<file path="src/dai_pkg.sv">
// Functional notes
// - Channel holds 24-bit source and destination pointers, both cleared by reset.
// - Read completion steps source, write completion steps destination, per up/down bits.
// - A 24-bit word countdown holds words to move, cleared by reset.
// - Countdown drops by one when a write starts, after destination fetch.
// - With count_zero_irq_on set, reaching zero sets the channel DMA flag.
// - Flag rises only after the decrement and after the final write finishes.
// - Zero is tested after the decrement, so a count of one moves one word.
// - Countdown is unsigned and wraps below zero; start of zero moves the maximum.
// - Interrupt gate is 32 bits, CPU enables low, DMA enables high.
// - A one in a gate bit passes its source, a zero blocks it.
// - Reset clears every gate bit.
// - Unused gate positions always read zero.
// - Single channel CPU half: ext 0-3, serial0, serial1, timers, DMA at 0-10.
// - Single channel DMA half: bits 16-26 gate the same sources in order.
// - Two channel CPU half: ext, serial tx/rx, timers at 8-9, DMA done 10-11.
// - Two channel DMA half: ch0 ext at 16-19, ch1 ext at 28-31, own timer/serial.
// - Two channel: bit 26 lets ch1 done trigger ch0, bit 27 the reverse.
`default_nettype none
package dai_pkg;

    localparam int ADDR_W = 24;
    localparam int GATE_W = 32;
    localparam int SRC_N  = 12;

    localparam logic [23:0] POINTER_RST = 24'h000000;
    localparam logic [23:0] COUNT_RST   = 24'h000000;
    localparam logic [23:0] COUNT_ONE   = 24'h000001;
    localparam logic [31:0] GATE_RST    = 32'h00000000;

    // Bits that software can set; everything else stays zero.
    localparam logic [31:0] GATE_WMASK_ONE = 32'h07FF07FF;
    localparam logic [31:0] GATE_WMASK_TWO = 32'hFFFF0F3F;

    // Source order: ext0..3, s0tx, s0rx, s1tx, s1rx, tmr0, tmr1, dma0 done, dma1 done.
    // A position of -1 means the source has no gate bit in that layout.
    localparam int CPU_POS_ONE  [SRC_N] = '{0, 1, 2, 3, 4, 5, 6, 7, 8, 9, 10, -1};
    localparam int DMA0_POS_ONE [SRC_N] = '{16, 17, 18, 19, 20, 21, 22, 23, 24, 25, 26, -1};
    localparam int DMA1_POS_ONE [SRC_N] = '{-1, -1, -1, -1, -1, -1, -1, -1, -1, -1, -1, -1};
    localparam int CPU_POS_TWO  [SRC_N] = '{0, 1, 2, 3, 4, 5, -1, -1, 8, 9, 10, 11};
    localparam int DMA0_POS_TWO [SRC_N] = '{16, 17, 18, 19, 20, -1, -1, -1, 24, 25, -1, 26};
    localparam int DMA1_POS_TWO [SRC_N] = '{28, 29, 30, 31, -1, 21, -1, -1, 22, 23, 27, -1};

endpackage : dai_pkg
`default_nettype wire

</file>
<file path="src/dai_channel.sv">
`timescale 1ns/1ps
`default_nettype none
module dai_channel #(
    parameter bit TWO_CHANNEL = 1'b0
) (
    // Clock and reset
    input  wire logic        clk_sys,
    input  wire logic        sys_rst,
    // Register loads from the CPU side
    input  wire logic [31:0] reg_wdata,
    input  wire logic        source_load,
    input  wire logic        dest_load,
    input  wire logic        count_load,
    input  wire logic        gate_load,
    // Channel control bits
    input  wire logic        source_step_up,
    input  wire logic        source_step_down,
    input  wire logic        dest_step_up,
    input  wire logic        dest_step_down,
    input  wire logic        count_zero_irq_on,
    // Transfer events
    input  wire logic        read_done,
    input  wire logic        write_start,
    input  wire logic        write_done,
    input  wire logic        dma_irq_clear,
    // Interrupt sources
    input  wire logic [3:0]  ext_irq,
    input  wire logic        serial0_tx_irq,
    input  wire logic        serial0_rx_irq,
    input  wire logic        serial1_tx_irq,
    input  wire logic        serial1_rx_irq,
    input  wire logic        timer0_irq,
    input  wire logic        timer1_irq,
    input  wire logic        peer_dma_done,
    // Register contents
    output logic [23:0]      dma_source_pointer,
    output logic [23:0]      dma_destination_pointer,
    output logic [23:0]      dma_word_countdown,
    output logic [31:0]      cpu_dma_interrupt_gate,
    // Status
    output logic             dma_irq_flag,
    output logic             count_at_zero,
    // Gated interrupt outputs
    output logic [11:0]      cpu_irq_gated,
    output logic [11:0]      dma0_sync_gated,
    output logic [11:0]      dma1_sync_gated
);

    ////////////////////////////////////////////////////////////////////////////////////////////

    typedef enum logic [1:0] {
        ph_idle       = 2'b01,
        ph_last_write = 2'b10
    } dai_phase_type;

    typedef struct packed {
        logic [23:0]   src;
        logic [23:0]   dst;
        logic [23:0]   cnt;
        logic [31:0]   gate;
        dai_phase_type phase;
        logic          flag;
        logic          zero;
        logic [11:0]   cpu_out;
        logic [11:0]   dma0_out;
        logic [11:0]   dma1_out;
    } dai_state_type;

    dai_state_type state;
    dai_state_type next_state;

    logic [11:0] source_vec;
    logic [11:0] cpu_pass;
    logic [11:0] dma0_pass;
    logic [11:0] dma1_pass;
    logic [23:0] count_less;

    localparam logic [31:0] GATE_WMASK =
        TWO_CHANNEL ? dai_pkg::GATE_WMASK_TWO : dai_pkg::GATE_WMASK_ONE;

    ////////////////////////////////////////////////////////////////////////////////////////////

    // Both step bits set is taken as hold, so a half-written control word never moves
    // the pointer in a surprising direction. Natural 24-bit arithmetic gives the wrap.
    function automatic logic [23:0] dai_step(
        input logic [23:0] cur,
        input logic        up,
        input logic        down
    );
        logic [23:0] res;
        res = cur;
        if (up && !down) begin
            res = cur + dai_pkg::COUNT_ONE;
        end else if (down && !up) begin
            res = cur - dai_pkg::COUNT_ONE;
        end
        return res;
    endfunction : dai_step

    ////////////////////////////////////////////////////////////////////////////////////////////

    // Source order shared by the CPU view and both DMA views. The channel's own flag
    // is the DMA 0 completion source, so gating it adds one cycle on top of the flag.
    assign source_vec[3:0] = ext_irq;
    assign source_vec[4]   = serial0_tx_irq;
    assign source_vec[5]   = serial0_rx_irq;
    assign source_vec[6]   = serial1_tx_irq;
    assign source_vec[7]   = serial1_rx_irq;
    assign source_vec[8]   = timer0_irq;
    assign source_vec[9]   = timer1_irq;
    assign source_vec[10]  = state.flag;
    assign source_vec[11]  = peer_dma_done;

    assign count_less = state.cnt - dai_pkg::COUNT_ONE;

    generate
        for (genvar i = 0; i < dai_pkg::SRC_N; i++) begin : g_gate
            localparam int CPOS  = TWO_CHANNEL ? dai_pkg::CPU_POS_TWO[i]
                                               : dai_pkg::CPU_POS_ONE[i];
            localparam int D0POS = TWO_CHANNEL ? dai_pkg::DMA0_POS_TWO[i]
                                               : dai_pkg::DMA0_POS_ONE[i];
            localparam int D1POS = TWO_CHANNEL ? dai_pkg::DMA1_POS_TWO[i]
                                               : dai_pkg::DMA1_POS_ONE[i];
            if (CPOS >= 0) begin : g_cpu
                assign cpu_pass[i] = source_vec[i] & state.gate[CPOS];
            end else begin : g_cpu_none
                assign cpu_pass[i] = 1'b0;
            end
            if (D0POS >= 0) begin : g_dma0
                assign dma0_pass[i] = source_vec[i] & state.gate[D0POS];
            end else begin : g_dma0_none
                assign dma0_pass[i] = 1'b0;
            end
            if (D1POS >= 0) begin : g_dma1
                assign dma1_pass[i] = source_vec[i] & state.gate[D1POS];
            end else begin : g_dma1_none
                assign dma1_pass[i] = 1'b0;
            end
        end
    endgenerate

    ////////////////////////////////////////////////////////////////////////////////////////////

    always_comb begin
        next_state = state;

        // Pointer stepping; a software load in the same cycle takes precedence.
        if (read_done) begin
            next_state.src = dai_step(state.src, source_step_up, source_step_down);
        end
        if (write_done) begin
            next_state.dst = dai_step(state.dst, dest_step_up, dest_step_down);
        end
        if (source_load) begin
            next_state.src = reg_wdata[23:0];
        end
        if (dest_load) begin
            next_state.dst = reg_wdata[23:0];
        end

        // The end of a pending last write is seen before a new write start is
        // handled, so back-to-back transfers cannot lose the completion. A set in
        // the same cycle as a software clear wins, so no completion is dropped.
        case (state.phase)
            ph_idle: begin
                if (dma_irq_clear) begin
                    next_state.flag = 1'b0;
                end
            end
            ph_last_write: begin
                if (write_done) begin
                    next_state.flag  = 1'b1;
                    next_state.phase = ph_idle;
                end else if (dma_irq_clear) begin
                    next_state.flag = 1'b0;
                end
            end
            default: begin
                next_state.phase = ph_idle;
            end
        endcase

        if (write_start) begin
            next_state.cnt  = count_less;
            next_state.zero = (count_less == dai_pkg::COUNT_RST);
            if (count_less == dai_pkg::COUNT_RST && count_zero_irq_on) begin
                next_state.phase = ph_last_write;
            end
        end
        if (count_load) begin
            next_state.cnt  = reg_wdata[23:0];
            next_state.zero = 1'b0;
        end

        if (gate_load) begin
            next_state.gate = reg_wdata & GATE_WMASK;
        end

        next_state.cpu_out  = cpu_pass;
        next_state.dma0_out = dma0_pass;
        next_state.dma1_out = dma1_pass;
    end

    always_ff @(posedge clk_sys or posedge sys_rst) begin
        if (sys_rst) begin
            state.src      <= dai_pkg::POINTER_RST;
            state.dst      <= dai_pkg::POINTER_RST;
            state.cnt      <= dai_pkg::COUNT_RST;
            state.gate     <= dai_pkg::GATE_RST;
            state.phase    <= ph_idle;
            state.flag     <= 1'b0;
            state.zero     <= 1'b0;
            state.cpu_out  <= 12'h000;
            state.dma0_out <= 12'h000;
            state.dma1_out <= 12'h000;
        end else begin
            state <= next_state;
        end
    end

    ////////////////////////////////////////////////////////////////////////////////////////////

    assign dma_source_pointer      = state.src;
    assign dma_destination_pointer = state.dst;
    assign dma_word_countdown      = state.cnt;
    assign cpu_dma_interrupt_gate  = state.gate;
    assign dma_irq_flag            = state.flag;
    assign count_at_zero           = state.zero;
    assign cpu_irq_gated           = state.cpu_out;
    assign dma0_sync_gated         = state.dma0_out;
    assign dma1_sync_gated         = state.dma1_out;

endmodule : dai_channel
`default_nettype wire

</file>
<file path="config.mk">
export PLATFORM = sky130hd
export DESIGN_NAME = dai_channel
export DESIGN_NICKNAME = d
export VERILOG_FILES = /design/src/dai_pkg.sv /design/src/dai_channel.sv
export SDC_FILE = /design/constraint.sdc
export NUM_CORES = 1
export LEC_CHECK = 0
export BUFFER_PORTS_ARGS = -buffer_cell sky130_fd_sc_hd__buf_2
export CORE_UTILIZATION = 50
export CTS_BUF_LIST = sky130_fd_sc_hd__clkbuf_16
export DETAILED_ROUTE_END_ITERATION = 7
export PLACE_DENSITY_LB_ADDON = 0.2
export SLEW_MARGIN = 15
export SYNTH_ARGS = -nofsm -noshare
export SYNTH_HDL_FRONTEND = slang
export SYNTH_SLANG_ARGS = --single-unit
</file>
<file path="constraint.sdc">
create_clock -name clk_sys -period 4.01 [get_ports clk_sys]
set_clock_uncertainty 0.15 [all_clocks]
set_input_delay 0.6015 -clock clk_sys [delete_from_list [all_inputs] [get_ports clk_sys]]
set_output_delay 0.6015 -clock clk_sys [all_outputs]
set_load 0.01 [all_outputs]
</file>
==> impl_summary.log <==
[metrics] result of the run: complete, no violations
[metrics] starting DRC count in detailed routing: 408
[metrics] GR Overflow Total: 0
[metrics] share of final-layout standard cells stronger than drive strength 1: 0.239
[metrics] net switching component of the power: 1.55 mW
[metrics] clock share of power: 0.358
[metrics] antenna violations before repair: 0
[metrics] Total Nets Final: 1126
[metrics] WL per Instance: 17.4 um
[metrics] total negative slack: 0 ps
[metrics] number of rows created at floorplan: 47
[metrics] detailed-route wire length: around 22000 um
[metrics] total setup buffers inserted after CTS: 0
[metrics] share of Yosys cell area claimed by the top area cell type: 0.346
[metrics] Final period util: 0.835
[metrics] Switching Share: 0.350
[metrics] remaining number of nets flagged by the antenna check after routing: 0
[metrics] Warnings, synthesis: 0
[metrics] count of hold buffers inserted by post-cts repair: 0
[metrics] max-cap violations: 0
[metrics] Mean Syn Cell Area: approximately 8.9 um2
[metrics] total standard cell area after synthesis: approximately 8600 um2
[metrics] boundary pin count: 200
[metrics] Synth Instances: between 900 and 1000
[metrics] final hold vios: 0
[metrics] largest buffer count on any clock path: 2
[metrics] overall via count from detail_route: 6843
[metrics] top cells by area in the synthesized netlist: sky130_fd_sc_hd__dfrtp_1, sky130_fd_sc_hd__buf_4, sky130_fd_sc_hd__ha_1
[metrics] library cell occupying the most area in the post-synthesis netlist: sky130_fd_sc_hd__dfrtp_1
[metrics] global-route wire length before repair: roughly 34000 um
[metrics] number of pins exceeding their max-slew limit in the final report: 0
[metrics] register-to-register setup slack: approximately 1100 ps
[metrics] H-tree lvl count: 4
[metrics] register bit total from synthesis: 120
[metrics] static leakage: ~4.5 nW
[metrics] vertical die dimension: approximately 130 um
[metrics] setup repair after global routing missed its margin: false
[metrics] area of the core: between 15000 and 20000 um2
[metrics] reg-to-reg critical path endpoint: dma_destination_pointer[21]
[metrics] fraction of the yosys area taken by sequential cells: 0.349
[metrics] tightest slew margin relative to the limit: 0.460
[metrics] clk sinks: between 100 and 150
[metrics] Worst Tran Pin Value: between 800 and 900 ps
[metrics] vias in the first global route: between 6000 and 7000
[metrics] GP Congestion: 0.903
[metrics] largest fanout on the critical path: 9
[metrics] reg-to-reg startpoint: dma_destination_pointer[2]
[metrics] Horiz. Die Dim: between 100 and 150 um
[metrics] number of iterations in the first detailed-routing pass: 5
[metrics] TritonCTS clock tree: built
[metrics] overall routing resource usage: 0.250
[metrics] setup violators final: 0
[metrics] number of buffers created by CTS: 17
[metrics] Internal Dissipation: 2.88 mW
[metrics] number of different library cells in the post-synthesis netlist: 59
[metrics] DRC violation count after routing: 0
[metrics] Min Clock Period, post-route: about 3300 ps
[metrics] Worst setup EP type: flop
[metrics] Max Clk Rate: between 0.2 and 0.3 GHz
[metrics] arrival time of data at the critical path endpoint: 3460 ps
[metrics] worst hold path type: in2async
[metrics] pin count of the biggest net entering global routing: 62
[metrics] DIE AREA: ~18000 um2
[metrics] Post-synth EDFFs: 0
[metrics] effective utilization at floorplan: 0.516
[metrics] sequential cell fraction of total power: 0.333
[metrics] Data required, critical path: 4130 ps
[metrics] post-layout util: 0.558
[metrics] clock transition at the registers of the reported paths: 60 ps
[metrics] count of buffers from port buffering: 169
[metrics] startpoint type of the worst setup path: primary input
[metrics] area grow syn2layout: 8.31%
[metrics] top_reg_cell synth: sky130_fd_sc_hd__dfrtp_1
[metrics] fraction of registers with async set or reset after synthesis: 1.00
[metrics] worst setup path category: in2reg
[metrics] PD cells: 476 nW/um2
[metrics] root buf cell: sky130_fd_sc_hd__clkbuf_16
[metrics] post_cts resized: 0
[metrics] diode count: 0
[metrics] Worst VDD drop: around 0.0003 V
[metrics] estimated wirelength of the detail-placed design: 15700 um
[metrics] Reg2Reg Depth: 10
[metrics] vias per cell: 5.47
[metrics] clock latency on the worst-skew pair: 420 ps
[metrics] combinational cell fraction of total power: 0.309
-- worst max-delay path by stage --
stage	from	to	slack, ps	cells after the start
after floorplan	sys_rst	count_at_zero	70	1
after global placement	dest_step_up	dma_destination_pointer[21]	330	13
after detailed placement	dest_step_down	dma_destination_pointer[21]	340	13
after CTS	dest_step_down	dma_destination_pointer[21]	740	13
after global routing	dest_step_down	dma_destination_pointer[22]	460	12
final	dest_step_down	dma_destination_pointer[21]	660	13
-- through the flow --
step	setup slack, ps	hold WS, ps	total power, mW	instance area, um2	std cells
2_1_floorplan	74.3	323	2.64	8700	995
3_3_place_gp	327	333	2.85	8720	1218
3_5_place_dp	337	334	2.86	8720	1218
4_1_cts	742	187	4.46	9330	1250
5_1_grt	465	192	4.69	9330	1250
6_report	663	182	4.44	9330	1250
-- sequential cells by signal, indices dropped and copies added (netlist names) --
name                     flops
dma_source_pointer          24
count_at_zero                1
cpu_dma_interrupt_gate      22
state                        2
dma_destination_pointer     24
dma_irq_flag                 1
dma0_sync_gated             11
cpu_irq_gated               11
dma_word_countdown          24
-- per-layer routing --
layer / share of wire / up-vias / global-route usage
met2: 0.48 / 239 / 0.409
met5: 0 / - / 0
met1: 0.43 / 3241 / 0.331
met4: 0.019 / 0 / 0.0739
li1: - / 3333 / -
met3: 0.071 / 30 / 0.0552
-- logic make-up after synthesis --
kind of cell,share of synthesized area
flip-flops,0.349
multiplexers,0.0394
adder cells (fa/ha/maj),0.0759
AND/OR/NAND/NOR,0.149
buffers and inverters,0.148
AO/OA/AOI/OAI,0.168
other,0.000436
XOR/XNOR,0.0702
-- synthesized netlist by cell type, drive strengths merged (4+ instances only) --
master and count:
a211oi 13, a21o 23, a21oi 53, a31oi 11
and2 23, and3 7, buf 143, clkbuf 32
dfrtp 119, ha 49, inv 23, mux2 23
mux2i 8, nand2 115, nand2b 5, nand3 12
nand4 5, nor2 51, nor2b 9, nor3 20
nor4 6, o21a 7, o21ai 73, o21bai 8
o221ai 17, o31ai 6, or2 4, or3 5
or4 4, xnor2 36, xor2 33
-- cells in the final DEF, fill, tap and decap left out, drive strengths merged, types with 6 or more instances in the layout --
master	n
a31oi	11
a21o	23
mux2	23
o21ai	73
nor2b	9
mux2i	8
ha	49
clkbuf	17
o21bai	8
buf	178
nor2	51
xor2	33
inv	34
and3	7
a211oi	13
nor3	20
nand3	12
o21a	7
a21oi	53
o31ai	6
nand2	115
dfrtp	119
conb	24
and2	23
o221ai	17
xnor2	36
nor4	6
-- critical path: stages --
cell                        delay [ps]
sky130_fd_sc_hd__buf_2             100
sky130_fd_sc_hd__nor2b_1           220
sky130_fd_sc_hd__inv_1             240
sky130_fd_sc_hd__ha_1              420
sky130_fd_sc_hd__o21ai_0           150
sky130_fd_sc_hd__o21ai_0           310
sky130_fd_sc_hd__a21oi_1           190
sky130_fd_sc_hd__a2111oi_0         480
sky130_fd_sc_hd__a211oi_1           90
sky130_fd_sc_hd__buf_4             180
sky130_fd_sc_hd__a31oi_1           200
sky130_fd_sc_hd__xnor2_1           150
sky130_fd_sc_hd__o221ai_1          140
-- area by class of cell --
type                            count  area [um2]
Sequential cell                   120        3000
Timing Repair Buffer              178         926
Inverter                           23        88.8
Multi-Input combinational cell    677        4430
Tap cell                          220         275
Clock buffer                       17         425
Clock inverter                     15         180
Fill cell                        1576        7380
-- power groups by stage --
stage	Clock [mW]	Sequential, mW	Combinational [mW]
3_3_place_gp	0	1.49	1.35
2_1_floorplan	0	1.45	1.19
5_1_grt	1.67	1.50	1.53
4_1_cts	1.61	1.48	1.37
6_report	1.59	1.48	1.37
3_5_place_dp	0	1.50	1.36
Note: power is estimated with default switching activity, not from simulation.
